===== src/rtl/rbac_defines.svh =====
`ifndef RBAC_DEFINES_SVH
`define RBAC_DEFINES_SVH

`define RBAC_NUM_REGIONS   4
`define RBAC_BOOT_ADDR_0   8'h54
`define RBAC_BOOT_STEP     8'h04
`define RBAC_BIT_IO        0
`define RBAC_LOC_HI        2
`define RBAC_LOC_LO        1
`define RBAC_BIT_PREF      3
`define RBAC_ATTR_HI       3
`define RBAC_WID_HI        31
`define RBAC_WID_LO        30
`define RBAC_BIT_MIRROR    29
`define RBAC_ADDR_LO       4
`define RBAC_ZERO_WORD     32'h0000_0000
`define RBAC_ATTR_KEEP     32'hc000_000f
`define RBAC_IO_MAX_BYTES  32'h0000_0100
`define RBAC_WID_OFF       2'h0
`define RBAC_WID_8         2'h1
`define RBAC_WID_16        2'h2
`define RBAC_WID_32        2'h3
`define RBAC_LOC_ANY32     2'h0
`define RBAC_LOC_LOW1M     2'h1
`define RBAC_LOC_ANY64     2'h2

`endif


===== src/rtl/rbac_pkg.sv =====
package rbac_pkg;

	typedef struct packed {
		logic        io_space;
		logic [1:0]  location;
		logic        prefetch;
		logic [1:0]  width;
		logic        enabled;
		logic        loc_bad;
		logic        io_oversize;
	} rbac_region_info_t;

	typedef struct packed {
		logic        valid;
		logic [1:0]  index;
		logic        write;
		logic [31:0] wdata;
	} rbac_cfg_req_t;

	typedef struct packed {
		logic        req;
		logic [7:0]  addr;
	} rbac_boot_req_t;

	typedef enum logic [1:0] {
		RBAC_ST_IDLE = 2'b00,
		RBAC_ST_REQ  = 2'b01,
		RBAC_ST_WAIT = 2'b10,
		RBAC_ST_DONE = 2'b11
	} rbac_load_state_t;

endpackage


===== src/rtl/rbac_region_base.sv =====
`timescale 1ns/1ps
`include "rbac_defines.svh"

module rbac_region_base #(
	parameter int NUM_REGIONS = `RBAC_NUM_REGIONS
) (
	input  wire logic                    mclk_in,
	input  wire logic                    rst_n_in,
	// boot device word port
	input  wire logic                    boot_present_in,
	output logic                         boot_req_out,
	output logic [7:0]                   boot_addr_out,
	input  wire logic                    boot_ack_in,
	input  wire logic [31:0]             boot_data_in,
	// host configuration access
	input  wire logic                    cfg_valid_in,
	input  wire logic [1:0]              cfg_index_in,
	input  wire logic                    cfg_write_in,
	input  wire logic [31:0]             cfg_wdata_in,
	output logic                         cfg_rvalid_out,
	output logic [31:0]                  cfg_rdata_out,
	// region view toward the pass-through logic
	output logic                         init_done_out,
	output logic [NUM_REGIONS-1:0]       region_enable_out,
	output logic [NUM_REGIONS-1:0]       region_io_out,
	output logic [NUM_REGIONS-1:0]       region_prefetch_out,
	output logic [2*NUM_REGIONS-1:0]     region_location_out,
	output logic [2*NUM_REGIONS-1:0]     region_width_out,
	output logic [32*NUM_REGIONS-1:0]    region_base_out,
	output logic [NUM_REGIONS-1:0]       region_io_oversize_out
);

	initial begin
		if (NUM_REGIONS != `RBAC_NUM_REGIONS) begin
			$error("NUM_REGIONS must equal the documented region count");
		end
	end

	// ----------------------------------------------------------------
	// register state
	// ----------------------------------------------------------------
	logic [31:0]                  mask [NUM_REGIONS];
	logic [31:0]                  base [NUM_REGIONS];
	logic [31:0]                  next_mask [NUM_REGIONS];
	logic [31:0]                  next_base [NUM_REGIONS];
	rbac_pkg::rbac_load_state_t   state;
	rbac_pkg::rbac_load_state_t   next_state;
	logic [1:0]                   load_idx;
	logic [1:0]                   next_load_idx;
	rbac_pkg::rbac_boot_req_t     boot_q;
	rbac_pkg::rbac_boot_req_t     next_boot_q;
	rbac_pkg::rbac_cfg_req_t      req;
	logic                         next_rvalid;
	logic [31:0]                  next_rdata;
	logic [31:0]                  rd_word;
	rbac_pkg::rbac_region_info_t  info [NUM_REGIONS];
	logic                         present_s1;
	logic                         present_s2;
	logic                         present_s3;
	logic                         present_q;
	logic                         next_present_q;

	always_comb begin
		req.valid = cfg_valid_in;
		req.index = cfg_index_in;
		req.write = cfg_write_in;
		req.wdata = cfg_wdata_in;
	end

	// ----------------------------------------------------------------
	// boot strap pin synchroniser
	// ----------------------------------------------------------------
	// level taken once the last two stages agree
	always_comb begin
		next_present_q = present_q;
		if (present_s2 == present_s3) begin
			next_present_q = present_s3;
		end
	end

	// no reset: the chain settles while reset is held
	always_ff @(posedge mclk_in) begin
		present_s1 <= boot_present_in;
		present_s2 <= present_s1;
		present_s3 <= present_s2;
		present_q  <= next_present_q;
	end

	// ----------------------------------------------------------------
	// boot download sequencer
	// ----------------------------------------------------------------
	always_comb begin
		next_state    = state;
		next_load_idx = load_idx;
		next_boot_q   = boot_q;
		case (state)
			rbac_pkg::RBAC_ST_IDLE: begin
				if (present_q) begin
					next_state = rbac_pkg::RBAC_ST_REQ;
				end else begin
					next_state = rbac_pkg::RBAC_ST_DONE;
				end
			end
			rbac_pkg::RBAC_ST_REQ: begin
				next_boot_q.req  = 1'b1;
				next_boot_q.addr = `RBAC_BOOT_ADDR_0
				                   + {4'h0, load_idx, 2'h0};
				next_state       = rbac_pkg::RBAC_ST_WAIT;
			end
			rbac_pkg::RBAC_ST_WAIT: begin
				if (boot_ack_in) begin
					next_boot_q.req = 1'b0;
					if (load_idx == 2'(NUM_REGIONS - 1)) begin
						next_state = rbac_pkg::RBAC_ST_DONE;
					end else begin
						next_load_idx = load_idx + 2'h1;
						next_state    = rbac_pkg::RBAC_ST_REQ;
					end
				end
			end
			rbac_pkg::RBAC_ST_DONE: begin
				next_boot_q.req = 1'b0;
			end
			default: begin
				next_state = rbac_pkg::RBAC_ST_IDLE;
			end
		endcase
	end

	// ----------------------------------------------------------------
	// per-region mask, base and decode
	// ----------------------------------------------------------------
	genvar g;
	generate
		for (g = 0; g < NUM_REGIONS; g++) begin : gen_region
			rbac_region_decode u_decode (
				.mask_in  (mask[g]),
				.info_out (info[g])
			);

			always_comb begin
				next_mask[g] = mask[g];
				next_base[g] = base[g];
				if (state == rbac_pkg::RBAC_ST_WAIT && boot_ack_in
				    && load_idx == 2'(g)) begin
					next_mask[g] = boot_data_in;
					// attributes and width follow the mask from load onward
					next_base[g] = boot_data_in & `RBAC_ATTR_KEEP;
				end else if (state == rbac_pkg::RBAC_ST_DONE && req.valid
				             && req.write && req.index == 2'(g)) begin
					// only address bits the mask leaves set take host data
					next_base[g][31:`RBAC_ADDR_LO] =
						(req.wdata[31:`RBAC_ADDR_LO] & mask[g][31:`RBAC_ADDR_LO])
						| (base[g][31:`RBAC_ADDR_LO] & ~mask[g][31:`RBAC_ADDR_LO]);
					next_base[g][`RBAC_WID_HI:`RBAC_WID_LO] =
						mask[g][`RBAC_WID_HI:`RBAC_WID_LO];
				end
			end

			always_ff @(posedge mclk_in) begin
				if (!rst_n_in) begin
					mask[g] <= `RBAC_ZERO_WORD;
					base[g] <= `RBAC_ZERO_WORD;
				end else begin
					mask[g] <= next_mask[g];
					base[g] <= next_base[g];
				end
			end

			always_ff @(posedge mclk_in) begin
				if (!rst_n_in) begin
					region_enable_out[g]          <= 1'b0;
					region_io_out[g]              <= 1'b0;
					region_prefetch_out[g]        <= 1'b0;
					region_location_out[2*g +: 2] <= 2'h0;
					region_width_out[2*g +: 2]    <= `RBAC_WID_OFF;
					region_base_out[32*g +: 32]   <= `RBAC_ZERO_WORD;
					region_io_oversize_out[g]     <= 1'b0;
				end else begin
					region_enable_out[g]          <= info[g].enabled;
					region_io_out[g]              <= info[g].io_space;
					region_prefetch_out[g]        <= info[g].prefetch;
					region_location_out[2*g +: 2] <= info[g].location;
					region_width_out[2*g +: 2]    <= info[g].width;
					region_base_out[32*g +: 32]   <= {2'h0, base[g][`RBAC_BIT_MIRROR:0]};
					region_io_oversize_out[g]     <= info[g].io_oversize;
				end
			end
		end
	endgenerate

	// ----------------------------------------------------------------
	// configuration read path
	// ----------------------------------------------------------------
	always_comb begin
		rd_word     = base[req.index];
		// width bits are hidden; both mirror bit 29
		rd_word[`RBAC_WID_HI:`RBAC_WID_LO] = {2{rd_word[`RBAC_BIT_MIRROR]}};
		next_rvalid = req.valid && !req.write;
		next_rdata  = next_rvalid ? rd_word : `RBAC_ZERO_WORD;
	end

	always_ff @(posedge mclk_in) begin
		if (!rst_n_in) begin
			state          <= rbac_pkg::RBAC_ST_IDLE;
			load_idx       <= 2'h0;
			boot_q         <= '0;
			cfg_rvalid_out <= 1'b0;
			cfg_rdata_out  <= `RBAC_ZERO_WORD;
			init_done_out  <= 1'b0;
		end else begin
			state          <= next_state;
			load_idx       <= next_load_idx;
			boot_q         <= next_boot_q;
			cfg_rvalid_out <= next_rvalid;
			cfg_rdata_out  <= next_rdata;
			init_done_out  <= next_state == rbac_pkg::RBAC_ST_DONE;
		end
	end

	always_comb begin
		boot_req_out  = boot_q.req;
		boot_addr_out = boot_q.addr;
	end

endmodule


===== src/rtl/rbac_region_decode.sv =====
`timescale 1ns/1ps
`include "rbac_defines.svh"

module rbac_region_decode (
	input  wire logic [31:0]               mask_in,
	output rbac_pkg::rbac_region_info_t    info_out
);
	logic [31:0] size_bytes;

	always_comb begin
		// lowest address bit left writable by the mask gives the size
		// width bits carry no size, so count them as set
		size_bytes = ~{2'h3, mask_in[`RBAC_BIT_MIRROR:`RBAC_ADDR_LO], {`RBAC_ADDR_LO{1'b0}}}
		             + 32'h0000_0001;
		info_out.io_space    = mask_in[`RBAC_BIT_IO];
		info_out.location    = mask_in[`RBAC_BIT_IO] ? `RBAC_LOC_ANY32
		                       : mask_in[`RBAC_LOC_HI:`RBAC_LOC_LO];
		info_out.prefetch    = ~mask_in[`RBAC_BIT_IO] & mask_in[`RBAC_BIT_PREF];
		info_out.width       = mask_in[`RBAC_WID_HI:`RBAC_WID_LO];
		info_out.enabled     = mask_in[`RBAC_WID_HI:`RBAC_WID_LO] != `RBAC_WID_OFF;
		info_out.loc_bad     = ~mask_in[`RBAC_BIT_IO]
		                       & mask_in[`RBAC_LOC_HI];
		info_out.io_oversize = mask_in[`RBAC_BIT_IO]
		                       & (size_bytes > `RBAC_IO_MAX_BYTES);
	end

endmodule


===== config.mk =====
export PLATFORM = sky130hd
export DESIGN_NAME = rbac_region_base
export DESIGN_NICKNAME = d
export VERILOG_FILES = /design/src/rtl/rbac_pkg.sv /design/src/rtl/rbac_region_base.sv /design/src/rtl/rbac_region_decode.sv
export VERILOG_INCLUDE_DIRS = /design/src /design/src/rtl
export SDC_FILE = /design/constraint.sdc
export NUM_CORES = 1
export LEC_CHECK = 0
export BUFFER_PORTS_ARGS = -buffer_cell sky130_fd_sc_hd__buf_2
export CAP_MARGIN = 20
export CORE_UTILIZATION = 63
export CTS_BUF_LIST = sky130_fd_sc_hd__clkbuf_2
export CTS_CLUSTER_DIAMETER = 80
export CTS_CLUSTER_SIZE = 28
export DETAILED_ROUTE_END_ITERATION = 8
export HOLD_SLACK_MARGIN = 0.02
export PLACE_DENSITY_LB_ADDON = 0.2
export SYNTH_ARGS = -nofsm -noshare
export SYNTH_HDL_FRONTEND = slang
export SYNTH_SLANG_ARGS = --single-unit

===== constraint.sdc =====
create_clock -name mclk_in -period 4.6 [get_ports mclk_in]
set_input_delay 0.92 -clock mclk_in [delete_from_list [all_inputs] [get_ports mclk_in]]
set_output_delay 0.92 -clock mclk_in [all_outputs]
set_load 0.005 [all_outputs]

==> impl_results.md <==
* Outcome: finished clean
* Worst-Margin Slew at 1070 ps
* Static leakage at 6.89 nW
* # DRC at 0
* Core Rows at 58
* Syn Area/Cell at 8.90 µm²
* GR Layer Usage met1 at 40.7%
* Crit-path cells: nor4_1, nand4_1, nor3_1, nand3_1, a221oi_1, a31oi_1
* CP max stage delay at 560 ps
* Post-CTS Setup Inserts at 0
* # hold bufs at CTS at 0
* Post-synth EDFFs at 1
* Final net count at 2084
* Area of the multi-input gates at 0.00718 mm²
* Root buf cell: clkbuf_2
* Post-DR wirelength/cell at 17.7 µm
* Die ar. at 0.0265 mm²
* I/O Pins at 275
* Main area contributors after synthesis: dfxtp_1, nand2_1, a21boi_0
* Pwr/cell area at 298 mW/mm²
* Post-cts repair resize count at 0
* Slew headroom at 28.5%
* HP Class: in2reg
* Cell Area, Synth at 0.0163 mm²
* Clk_skew at 137 ps
* Worst IR Drop VDD at 0.315 mV
* Post-synth ARST share at 0%
* Number of global-route vias before repair at 12400
* Most Crowded Layer GR: met2
* P&R area growth vs syn at 9.07%
* CTS tree: yes
* Ys Warns at 0
* DR vias at 13500
* Slowest CP cell: nor4_1
* Min Tclk post-route at 2700 ps
* Post-synthesis sequential area ratio at 52.3%
* Clock-pin slew on the worst setup and hold paths at 490 ps
* DRT antenna net count at 0
* H-tree levels at 1
* HPWL Detailed at 28300 µm
* Top FF cell, synth: dfxtp_1
* Initial antenna violation count at 5
* Max-cap violations at 0
* Clock Tree Buf Depth at 3
* Gr usage total at 31.0%
* Hold slack final at 103 ps
* Fmax at 370 MHz
* Die Y at 163 µm
* Yosys top cell by area: dfxtp_1
* Worst endpoint required time at 5510 ps
* RSZ-0062 raised after global routing: no
* Core area at 0.0253 mm²
* Final Hold Vio Count at 0
* GR Util met2 at 53.1%
* First-pass GRT wire length at 65000 µm
* Largest net degree at the start of global routing at 148
* Worst Setup Start Kind: register
* Starting Density at 64.4%
* Initial DRC Count at 1178
* Routed WL at 41400 µm
* Layout cells sized above 1 at 17.2%
* Worst Slack Setup Final at 1900 ps
* Die width at 163 µm
* Final setup TNS at 0 ps
* Max-slew violations at 0
* Fin util at 70.3%
* Grt ovf at 0
* Arr. time, crit path at 3610 ps
* Crit Path Class: reg2reg
* Global Route met3 Usage at 3.49%
* FF/Latch Area at 0.00854 mm²
* Clock sink count at 426
* Cts bufs inserted at 19
* Critical path peak fanout at 5
* Pre-CTS WS at 1350 ps
* Yosys reg bits at 426
* Post-synthesis cell type count at 62
* CP Capture Type: register
* Synth top area share at 52.1%
* Post-Synthesis Cells at 1834
* Post-synth top cells: nand2_1, dfxtp_1, and2_1
* Setup violations, final at 0
* Vias/cell at 5.75
* Fill count at 2018
* PortBufs at 257
* Top-count cell post-synth: nand2_1
* Later-pin clock latency in the skew report at 1010 ps
* Gpl congestion at 0.917
* DR pass1 iterations at 7
* Period utilization at 58.8%
## critical path: cells and delay by family (launching register included)
family / cells / cell delay (ps)
compound gates: 2 / 500
flops: 1 / 440
simple gates: 4 / 1680
## power by group
group          internal (mW)  switching, mW
combinational          0.120          0.213
sequential              3.76         0.0321
clock                  0.122           1.06
## path summary, 6_finish.rpt
kind	startpoint	endpoint	slack [ps]	cells after the start
max	mask[1][4]	region_io_oversize_out[1]	1900	6
min	boot_data_in[22]	mask[2][22]	100	3
max reg2reg	mask[1][4]	region_io_oversize_out[1]	1900	6
min reg2reg	present_s1	present_s2	360	0
## kinds of logic (layout without fill, tap and decap cells)
group / count (synthesis) / count (layout) / share of synthesized area (%)
compound gates: 300 / 300 / 12.1
xor+xnor: 13 / 13 / 0.698
fa+ha+maj: 5 / 5 / 0.383
buf+inv: 152 / 315 / 4.00
flops: 426 / 426 / 52.3
mux: 36 / 36 / 4.52
other cells: 1 / 16 / 0.0230
simple gates: 901 / 901 / 26.0
## through the flow
stage | total power, mW | instances | instance area, µm²
CTS | 5.32 | 2336 | 17800
detailed placement | 4.16 | 2315 | 17600
floorplan | 4.03 | 1844 | 16400
global route | 5.48 | 2341 | 17800
finish | 5.30 | 2342 | 17800
global placement | 4.15 | 2315 | 17600
## placed cells by master (no fill, tap or decap), types with 4 or more instances in the layout
cell type | netlist | routed
mux4_2 | 30 | 30
buf_2 | 3 | 256
xnor2_1 | 10 | 10
mux2i_1 | 5 | 5
nor2b_1 | 41 | 41
nor2_1 | 26 | 26
nor4_1 | 13 | 13
conb_1 | 1 | 11
clkbuf_2 | 0 | 19
or3_1 | 4 | 4
a31oi_1 | 10 | 10
o211a_1 | 4 | 4
nand4_1 | 9 | 9
and2_1 | 144 | 144
a21oi_1 | 115 | 115
ha_1 | 5 | 5
a21boi_0 | 128 | 128
o21ai_0 | 10 | 10
dfxtp_1 | 425 | 425
or2_2 | 4 | 4
buf_4 | 17 | 21
nand2_1 | 495 | 495
diode_2 | 0 | 5
inv_1 | 15 | 15
nor3_1 | 17 | 16
nand3_1 | 117 | 117
and3_1 | 6 | 5
## routing by layer
layer	part of all wire [%]	up-vias
li1	-	6426
met1	41	6419
met2	49	551
met3	7.5	66
met4	2.3	0
met5	0	-
## cell type report
type                            count  area share, %
Multi-Input combinational cell   1266           40.3
Timing Repair Buffer              279           8.30
Tap cell                          330           2.32
Clock inverter                      2          0.141
Clock buffer                       19          0.534
Sequential cell                   426           48.0
Inverter                           15          0.316
Antenna cell                        5         0.0703
Note: power is estimated with default switching activity, not from simulation.
